$ cat src/hdl/liu_ctrl_pkg.sv
// Package: register map, field layout and loss-of-signal counts for the global control bank
//--------------------------------------------------------------
// Overview of operation
// - Rate bit 0 gives E1, 1 gives T1/J1
// - Mute bit silences data outputs during loss
// - Long loss bit: declare after 4096 zeros
// - Otherwise 175+75 zeros T1, 32 zeros E1
// - Test bit floats every output pin
// - Test bit or low test pin float
//--------------------------------------------------------------
package liu_ctrl_pkg;

    localparam int ADDR_W = 7;
    localparam int DATA_W = 8;

    // Register offsets on the parallel port
    localparam logic [6:0] CLK_LOS_CTRL_OFFSET = 7'h41;
    localparam logic [6:0] GAUGE_TX_CTRL_OFFSET = 7'h42;
    localparam logic [6:0] LOS_STATUS_OFFSET = 7'h43;

    localparam logic [7:0] CLK_LOS_CTRL_RESET = 8'h00;
    localparam logic [7:0] GAUGE_TX_CTRL_RESET = 8'h00;
    localparam logic [7:0] CLK_LOS_CTRL_MASK = 8'h3f;

    // Field positions in the clock and loss control register
    localparam int BOARD_TEST_FLOAT_BIT = 0;
    localparam int LONG_LOSS_COUNT_BIT = 1;
    localparam int RX_SILENCE_BIT = 2;
    localparam int SYNTH_RATE_BIT = 3;
    localparam int SYNTH_IN_B0_BIT = 4;
    localparam int SYNTH_IN_B1_BIT = 5;

    // Field positions in the gauge and transmit control register
    localparam int TERM_SRC_BIT = 4;
    localparam int TXON_SRC_BIT = 5;
    localparam int WIRE_B0_BIT = 6;
    localparam int WIRE_B1_BIT = 7;

    // Zero counts before loss is declared
    localparam int LOS_LONG_BITS = 4096;
    localparam int LOS_T1_BITS = 175 + 75;
    localparam int LOS_E1_BITS = 32;

    localparam int SYNC_STAGES = 3;

    typedef struct packed {
        logic pos;
        logic neg;
    } rx_pair_t;

endpackage

$ cat src/hdl/los_zero_counter.sv
// Module: one channel's consecutive-zero counter and loss-of-signal flag
`timescale 1ns/1ps
module los_zero_counter
    import liu_ctrl_pkg::*;
#(
    parameter int CNT_W = 13
)
(
    input wire logic clk,
    input wire logic sys_rst,
    input wire logic ce,
    input wire logic bitStrobe,
    input wire rx_pair_t rxIn,
    input wire logic [CNT_W-1:0] threshold,
    output logic lossFlag
);

    logic [CNT_W-1:0] zeroCnt_r;
    logic [CNT_W-1:0] zeroCnt_nxt;
    logic lossFlag_r;
    logic lossFlag_nxt;
    wire markSeen = rxIn.pos | rxIn.neg;
    wire atLimit = (zeroCnt_r >= threshold);
    wire [CNT_W-1:0] cntInc = zeroCnt_r + {{(CNT_W-1){1'b0}}, 1'b1};

    // The increment constant needs at least one padding bit
    if (CNT_W < 2)
    begin : gWidthCheck
        $error("CNT_W must be at least 2");
    end

    // Counter saturates at the threshold so a long run cannot wrap and clear loss
    assign zeroCnt_nxt = markSeen ? '0 : (atLimit ? zeroCnt_r : cntInc);
    assign lossFlag_nxt = !markSeen && (zeroCnt_nxt >= threshold);

    always_ff @(posedge clk)
    begin
        if (sys_rst)
        begin
            zeroCnt_r <= '0;
            lossFlag_r <= 1'b0;
        end
        else if (ce && bitStrobe)
        begin
            zeroCnt_r <= zeroCnt_nxt;
            lossFlag_r <= lossFlag_nxt;
        end
    end

    assign lossFlag = lossFlag_r;

    //--------------------------------------------------------------
    // Checks
    //--------------------------------------------------------------
    AST_LOSS_AT_COUNT: assert property (
        @(posedge clk) disable iff (sys_rst)
        (ce && bitStrobe && !markSeen && cntInc == threshold) |=> lossFlag)
        else $error("loss not declared at zero threshold");

    AST_MARK_CLEARS: assert property (
        @(posedge clk) disable iff (sys_rst)
        (ce && bitStrobe && markSeen) |=> (!lossFlag && zeroCnt_r == '0))
        else $error("mark did not clear loss");

endmodule

$ cat src/hdl/liu_global_control_regs.sv
// Module: global control bank with per-channel loss detection and output muting
`timescale 1ns/1ps
module liu_global_control_regs
    import liu_ctrl_pkg::*;
#(
    parameter int CHANNELS = 4,
    parameter int LONG_LOS_BITS = LOS_LONG_BITS
)
(
    input wire logic clk,
    input wire logic sys_rst,
    input wire logic ce,
    input wire logic [ADDR_W-1:0] regAddr,
    input wire logic regWrEn,
    input wire logic regRdEn,
    input wire logic [DATA_W-1:0] regWrData,
    output logic [DATA_W-1:0] regRdData,
    input wire logic boardTestPin_n,
    input wire logic [CHANNELS-1:0] rxBitStrobe,
    input wire rx_pair_t [CHANNELS-1:0] rxIn,
    output rx_pair_t [CHANNELS-1:0] rxOut,
    output logic [CHANNELS-1:0] receiveSignalLoss,
    output logic outputsFloat,
    output logic synthRateSelect,
    output logic [1:0] synthInputSelect,
    output logic [1:0] wireSizeSelect,
    output logic transmitOnSourceSelect,
    output logic terminationSourceSelect,
    output logic [3:0] rxFrontEndTrim
);

    localparam int CNT_W = $clog2(LONG_LOS_BITS + 1);

    //--------------------------------------------------------------
    // Parameter checks
    //--------------------------------------------------------------
    if (CHANNELS < 1 || CHANNELS > DATA_W)
    begin : gChanCheck
        $error("CHANNELS must be 1 to 8");
    end
    if (LONG_LOS_BITS <= LOS_T1_BITS)
    begin : gLosCheck
        $error("LONG_LOS_BITS must exceed the T1 count");
    end

    //--------------------------------------------------------------
    // Register port
    //--------------------------------------------------------------
    logic [DATA_W-1:0] clkLosCtrl_r;
    logic [DATA_W-1:0] gaugeTxCtrl_r;
    logic [DATA_W-1:0] regRdData_r;
    logic [DATA_W-1:0] rdMux;
    logic [DATA_W-1:0] losStatus;

    function automatic logic hitAddr(input logic [ADDR_W-1:0] a, input logic [ADDR_W-1:0] off);
        hitAddr = (a == off);
    endfunction

    wire wrClkLos = ce && regWrEn && hitAddr(regAddr, CLK_LOS_CTRL_OFFSET);
    wire wrGauge = ce && regWrEn && hitAddr(regAddr, GAUGE_TX_CTRL_OFFSET);

    // Unmapped addresses read as zero
    assign rdMux = hitAddr(regAddr, CLK_LOS_CTRL_OFFSET) ? clkLosCtrl_r :
                   hitAddr(regAddr, GAUGE_TX_CTRL_OFFSET) ? gaugeTxCtrl_r :
                   hitAddr(regAddr, LOS_STATUS_OFFSET) ? losStatus : 8'h00;

    always_ff @(posedge clk)
    begin
        if (sys_rst)
            clkLosCtrl_r <= CLK_LOS_CTRL_RESET;
        else if (wrClkLos)
            clkLosCtrl_r <= regWrData & CLK_LOS_CTRL_MASK;
    end

    always_ff @(posedge clk)
    begin
        if (sys_rst)
            gaugeTxCtrl_r <= GAUGE_TX_CTRL_RESET;
        else if (wrGauge)
            gaugeTxCtrl_r <= regWrData;
    end

    always_ff @(posedge clk)
    begin
        if (sys_rst)
            regRdData_r <= 8'h00;
        else if (ce && regRdEn)
            regRdData_r <= rdMux;
    end

    assign regRdData = regRdData_r;

    //--------------------------------------------------------------
    // Control field decode
    //--------------------------------------------------------------
    wire testFloatBit = clkLosCtrl_r[BOARD_TEST_FLOAT_BIT];
    wire longLossEn = clkLosCtrl_r[LONG_LOSS_COUNT_BIT];
    wire rxSilenceEn = clkLosCtrl_r[RX_SILENCE_BIT];

    assign synthRateSelect = clkLosCtrl_r[SYNTH_RATE_BIT];
    assign synthInputSelect = {clkLosCtrl_r[SYNTH_IN_B1_BIT], clkLosCtrl_r[SYNTH_IN_B0_BIT]};
    assign wireSizeSelect = {gaugeTxCtrl_r[WIRE_B1_BIT], gaugeTxCtrl_r[WIRE_B0_BIT]};
    assign transmitOnSourceSelect = gaugeTxCtrl_r[TXON_SRC_BIT];
    assign terminationSourceSelect = gaugeTxCtrl_r[TERM_SRC_BIT];
    assign rxFrontEndTrim = gaugeTxCtrl_r[3:0];

    //--------------------------------------------------------------
    // Test pin synchroniser and float control
    //--------------------------------------------------------------
    logic [SYNC_STAGES-1:0] pinSync_r;
    logic hwFloat_r;

    always_ff @(posedge clk)
    begin
        if (sys_rst)
            pinSync_r <= '1;
        else if (ce)
            pinSync_r <= {pinSync_r[SYNC_STAGES-2:0], boardTestPin_n};
    end

    // A change is taken only once the last two stages agree
    always_ff @(posedge clk)
    begin
        if (sys_rst)
            hwFloat_r <= 1'b0;
        else if (ce && pinSync_r[1] == pinSync_r[2])
            hwFloat_r <= !pinSync_r[2];
    end

    // Either source alone floats the pins; the pad ring applies it as the enable
    assign outputsFloat = testFloatBit || hwFloat_r;

    //--------------------------------------------------------------
    // Loss detection and receive muting per channel
    //--------------------------------------------------------------
    logic [CNT_W-1:0] losThreshold;
    logic [CHANNELS-1:0] lossFlag;
    rx_pair_t [CHANNELS-1:0] rxOut_r;

    // Line mode follows the synthesizer rate: 1 is T1/J1, 0 is E1
    assign losThreshold = longLossEn ? CNT_W'(LONG_LOS_BITS) :
                          (synthRateSelect ? CNT_W'(LOS_T1_BITS) : CNT_W'(LOS_E1_BITS));

    assign losStatus = DATA_W'(lossFlag);

    genvar ch;
    generate
        for (ch = 0; ch < CHANNELS; ch++)
        begin : gChan
            wire silence = rxSilenceEn && lossFlag[ch];

            los_zero_counter #(
                .CNT_W(CNT_W)
            ) uCounter (
                .clk(clk),
                .sys_rst(sys_rst),
                .ce(ce),
                .bitStrobe(rxBitStrobe[ch]),
                .rxIn(rxIn[ch]),
                .threshold(losThreshold),
                .lossFlag(lossFlag[ch])
            );

            // Only data is forced low; the recovered clock is not routed here
            rx_pair_t rxOutCh_r;

            always_ff @(posedge clk)
            begin
                if (sys_rst)
                    rxOutCh_r <= '0;
                else if (ce)
                    rxOutCh_r <= silence ? '0 : rxIn[ch];
            end

            // One register per channel keeps a single writer for each flop
            assign rxOut_r[ch] = rxOutCh_r;

            AST_MUTE_ON_LOSS: assert property (
                @(posedge clk) disable iff (sys_rst)
                (ce && rxSilenceEn && lossFlag[ch]) |=> (rxOut[ch] == '0))
                else $error("receive output not muted during loss");

            AST_PASS_WITHOUT_LOSS: assert property (
                @(posedge clk) disable iff (sys_rst)
                (ce && !lossFlag[ch]) |=> (rxOut[ch] == $past(rxIn[ch])))
                else $error("receive data altered without loss");

            AST_PASS_WHEN_UNMUTED: assert property (
                @(posedge clk) disable iff (sys_rst)
                (ce && !rxSilenceEn) |=> (rxOut[ch] == $past(rxIn[ch])))
                else $error("receive data altered while mute off");
        end
    endgenerate

    assign rxOut = rxOut_r;
    assign receiveSignalLoss = lossFlag;

    //--------------------------------------------------------------
    // Checks
    //--------------------------------------------------------------
    AST_RATE_FOLLOWS_WRITE: assert property (
        @(posedge clk) disable iff (sys_rst)
        wrClkLos |=> (synthRateSelect == $past(regWrData[SYNTH_RATE_BIT])))
        else $error("rate select did not follow write");

    AST_LONG_THRESHOLD: assert property (
        @(posedge clk) disable iff (sys_rst)
        longLossEn |-> (losThreshold == CNT_W'(LONG_LOS_BITS)))
        else $error("long loss threshold wrong");

    AST_NORMAL_THRESHOLD: assert property (
        @(posedge clk) disable iff (sys_rst)
        !longLossEn |-> (losThreshold == (synthRateSelect ? CNT_W'(250) : CNT_W'(32))))
        else $error("normal loss threshold wrong");

    AST_FLOAT_BY_BIT: assert property (
        @(posedge clk) disable iff (sys_rst)
        (wrClkLos && regWrData[BOARD_TEST_FLOAT_BIT]) |=> outputsFloat)
        else $error("test bit did not float outputs");

    AST_FLOAT_BY_PIN: assert property (
        @(posedge clk) disable iff (sys_rst)
        (ce && !boardTestPin_n)[*4] |=> outputsFloat)
        else $error("test pin did not float outputs");

    AST_NO_FLOAT: assert property (
        @(posedge clk) disable iff (sys_rst)
        (ce && boardTestPin_n)[*4] |=> (outputsFloat == testFloatBit))
        else $error("outputs floated with no source");

endmodule

$ cat config.mk
export PLATFORM = sky130hd
export DESIGN_NAME = liu_global_control_regs
export DESIGN_NICKNAME = d
export VERILOG_FILES = /design/src/hdl/liu_ctrl_pkg.sv /design/src/hdl/los_zero_counter.sv /design/src/hdl/liu_global_control_regs.sv
export SDC_FILE = /design/constraint.sdc
export NUM_CORES = 1
export LEC_CHECK = 0
export BUFFER_PORTS_ARGS = -buffer_cell sky130_fd_sc_hd__clkbuf_2
export CAP_MARGIN = 20
export CORE_UTILIZATION = 37
export DETAILED_ROUTE_END_ITERATION = 6
export PLACE_DENSITY = 0.5
export SLEW_MARGIN = 20
export SYNTH_ARGS = -nofsm -noshare
export SYNTH_HDL_FRONTEND = slang
export SYNTH_HIERARCHICAL = 1
export SYNTH_SLANG_ARGS = --single-unit
$ cat constraint.sdc
create_clock -name clk -period 11.86 [get_ports clk]
set_input_delay 0.593 -clock clk [delete_from_list [all_inputs] [get_ports clk]]
set_output_delay 0.593 -clock clk [all_outputs]
set_load 0.02 [all_outputs]
==> metrics.md <==
| Metric | Value |
|---|---|
| Outcome | `complete, no violations` |
| Period minus WS final | `between 4 and 5 ns` |
| Final-report max-slew violation count | `0` |
| Fmax | `roughly 0.22 GHz` |
| Setup Viol. Count Final | `0` |
| Fin. Hold Viols | `0` |
| Max layer used | `met4` |
| Chip width | `153 um` |
| H-tree level count | `3` |
| First-pass GRT wire length | `between 40000 and 50000 um` |
| Drt initial violations | `about 550` |
| Rel. slew slack | `40.9%` |
| Die area | `between 20000 and 25000 sq um` |
| Post-synthesis cell type count | `71` |
| Avg WL per Cell | `around 17 um` |
| Pre-CTS setup slack | `~7.4 ns` |
| Reg2reg start | `clkLosCtrl_r[1]$_SDFFE_PP0P_` |
| Cts repair resizes | `0` |
| Layout cells sized above 1 | `12.0%` |
| Clk_skew | `roughly 0.0081 ns` |
| Post-CTS setup repair buffer count | `0` |
| Synth area leader | `dfxtp_1` |
| Final ANT Viol Nets | `0` |
| Post-synth EDFFs | `0` |
| Vias/cell | `roughly 5.8` |
| Number of antenna violations at the first check in global routing | `0` |
| Clock transition at path regs | `roughly 0.070 ns` |
| Min setup slack post-route | `roughly 7.4 ns` |
| Final cell count without fillers | `around 1400` |
| Final nets | `about 1300` |
| Post-synth ARST share | `0%` |
| Leak | `3.91 nW` |
| Most frequent cell after synthesis | `nand2_1` |
| Startpoint Class | `register` |
| Vias | `between 8000 and 9000` |
| Clock Tree Buf Depth | `2` |
| Pin count of the biggest net entering global routing | `about 60` |
| Share of the synthesized area in the top cell type | `around 21%` |
| Crit path kind | `register to register` |
| DP Cell Count | `between 1000 and 1500` |
| Seq cells post-synth | `90` |
| Critical Path Sink Type | `register` |
| CP max stage delay | `slightly above 0.7 ns` |
| Metal-1 WL | `about 13000 um` |
| Initial Utilization | `a little under two fifths` |
| CP Cell Sequence | `nor2b_2 -> inv_1 -> ha_1 -> a21oi_2 -> o221ai_2 -> a211oi_4 -> nand4_1 -> xor2_1 -> nor2_1 -> ha_1 -> nand4_1 -> or4_1 -> a221oi_1` |
| Start point of the worst hold path | `boardTestPin_n` |
| Mean Syn Cell Area | `between 7 and 8 sq um` |
| Ys flop type | `dfxtp_1` |
| Unrepaired setup endpoints after global routing | `false` |
| Hold EP | `pinSync_r[0]$_SDFFE_PP1P_` |
| Max VDD drop | `about 0.054 mV` |
| Total clock sinks | `90` |
| Vias in the first global route | `7657` |
| Arrival time worst endpoint | `approximately 4.7 ns` |
| Worst-Skew Late Latency | `0.35 ns` |
| Yosys warns | `6` |
| Total Wirelength | `approximately 25000 um` |
| Num rows | `54` |
| Met3 WL post-DR | `between 1000 and 1500 um` |
| Worst-margin pin slew | `just under 0.9 ns` |
| Hold Slack | `0.446 ns` |
| WL met2 | `~11000 um` |
| Die H | `between 150 and 200 um` |
| Critical path peak fanout | `20` |
| Routability congestion estimate | `0.862` |
| Cell Pwr Density | `~76 nW/um^2` |
| Total power | `~0.71 mW` |
| Core Area | `roughly 22000 sq um` |
| Worst R2R Path Depth | `13` |
| R2R Setup Slk | `roughly 7.4 ns` |
| WP data required | `between 10 and 15 ns` |
| Synthesized instance count | `roughly 1100` |
| CTS Buf Count | `9` |
| First-pass DRT Iterations | `7` |
| IO Pins | `65` |
| Most instantiated cells after synthesis | `nand2_1 (146), ha_1 (108), dfxtp_1 (90)` |
| Crit-path leading delay family | `simple AND/OR/NAND/NOR gates` |
| Ranking of synthesized cells by area | `dfxtp_1 (21%), ha_1 (16%), nand2_1 (6.5%), nand4_1 (4.0%), a21oi_1 (4.0%)` |
| Remaining Overflow, GRT | `0` |
| Maxcap violations | `0` |
| Synth-to-layout area growth | `10.7%` |
| Slowest cell on crit path | `nor2b_2` |
| Port Buffer Count | `64` |
| Tcrit/Tclk final | `between 30% and 40%` |
| Residual DRC | `0` |
| Reg-to-reg critical path endpoint | `gChan[1].uCounter/lossFlag$_SDFFE_PP0P_` |
| GRT Resource Usage Total | `between 20% and 30%` |
| Register area share after synthesis | `21.5%` |
| Worst min path class | `input port to register` |
| Hold Path Stages | `2` |
| Diode count | `0` |
| Synthesized area | `8390 sq um` |
| CP Buf/Inv Count | `1` |
| Post-cts hold buffer count | `0` |
| Setup TNS | `0 ns` |
| Hpwl dp | `approximately 18000 um` |
| CTS tree | `done` |
| Clock Root Buffer | `clkbuf_16` |
## cell type report
class                      count  area, sq um
clock buffer                  10          239
fill                        2274        12700
sequential                    90         1800
multi-input combinational    921         6230
timing repair buffer          70          368
tap                          280          350
clock inverter                 6         90.1
inverter                      58          218
## kinds of logic after synthesis
| kind of cell | count (synthesis) | synth area share (%) |
|---|---|---|
| buffers and inverters | 112 | 5.58 |
| AOI/OAI and AO/OA | 257 | 21.0 |
| adders and majority gates | 108 | 16.1 |
| other | 1 | 0.0447 |
| DFF | 90 | 21.5 |
| xor gates and xnor gates | 7 | 0.731 |
| muxes | 30 | 3.64 |
| and+or+nand+nor | 491 | 31.5 |
## metal layers
| layer | vias up | global-route usage [%] |
|---|---|---|
| met2 | 200 | 32.7 |
| met3 | 19 | 2.84 |
| met4 | 0 | 5.53 |
| met1 | 3867 | 31.7 |
| li1 | 4203 | - |
| met5 | - | 0 |
## worst max path at each step
stage | start | end | slack (ns) | cells past startpoint
global route | clkLosCtrl_r[3]$_SDFFE_PP0P_ | gChan[1].uCounter/lossFlag$_SDFFE_PP0P_ | 6.98 | 16
floorplan | clkLosCtrl_r[3]$_SDFFE_PP0P_ | gChan[1].uCounter/lossFlag$_SDFFE_PP0P_ | 7.77 | 18
detailed placement | clkLosCtrl_r[1]$_SDFFE_PP0P_ | gChan[1].uCounter/lossFlag$_SDFFE_PP0P_ | 7.43 | 16
global placement | clkLosCtrl_r[3]$_SDFFE_PP0P_ | gChan[1].uCounter/lossFlag$_SDFFE_PP0P_ | 7.61 | 16
CTS | clkLosCtrl_r[1]$_SDFFE_PP0P_ | gChan[1].uCounter/lossFlag$_SDFFE_PP0P_ | 7.41 | 16
finish | clkLosCtrl_r[1]$_SDFFE_PP0P_ | gChan[1].uCounter/lossFlag$_SDFFE_PP0P_ | 7.40 | 13
## state kept, by name, summed over array words and instances, names as in the netlist
name / flops
gaugeTxCtrl_r: 8
gChan.uCounter/zeroCnt_r: 52
pinSync_r: 3
clkLosCtrl_r: 6
hwFloat_r: 1
gChan.uCounter/lossFlag: 4
rxOut: 8
regRdData: 8
## placed cells by master (no fill, tap or decap), types with 5 or more instances in the layout
| master | Yosys | routed |
|---|---|---|
| nand2_1 | 146 | 146 |
| ha_1 | 108 | 108 |
| dfxtp_1 | 90 | 90 |
| a21oi_1 | 67 | 67 |
| clkbuf_2 | 0 | 63 |
| inv_1 | 58 | 58 |
| nor2_1 | 57 | 57 |
| nand4_1 | 54 | 54 |
| nand3_1 | 44 | 44 |
| o21ai_0 | 38 | 38 |
| nand2b_1 | 37 | 37 |
| conb_1 | 1 | 28 |
| mux2i_1 | 26 | 26 |
| a31oi_1 | 26 | 26 |
| a21o_1 | 18 | 18 |
| a31o_2 | 18 | 18 |
| a32oi_1 | 18 | 18 |
| and3_1 | 17 | 17 |
| nor3_1 | 16 | 16 |
| or3_1 | 15 | 15 |
| nor4_1 | 15 | 15 |
| and2_1 | 14 | 14 |
| or4_1 | 14 | 14 |
| and4_1 | 13 | 13 |
| nor2b_1 | 12 | 11 |
| o31ai_1 | 10 | 10 |
| clkbuf_16 | 0 | 9 |
| a22oi_1 | 7 | 7 |
| buf_4 | 5 | 7 |
| o21ai_1 | 6 | 6 |
| o211ai_1 | 6 | 6 |
| o311ai_1 | 6 | 6 |
| or2_2 | 5 | 5 |
| nand3b_1 | 5 | 5 |
| a211oi_1 | 5 | 5 |
| xnor2_1 | 5 | 5 |
## metrics by stage
step                      area [sq um]  utilization, %
after floorplan                   8490               -
after global placement            8960            40.7
after detailed placement          8960            40.7
after CTS                         9290            42.2
after global routing              9290            42.2
final                             9290            42.2
## power by group
part | internal (mW) | total (mW) | switching [mW]
clock network | 0.191 | 0.328 | 0.137
logic | 0.0238 | 0.0724 | 0.0485
registers | 0.305 | 0.307 | 0.00196
(Power assumes the default switching activity.)
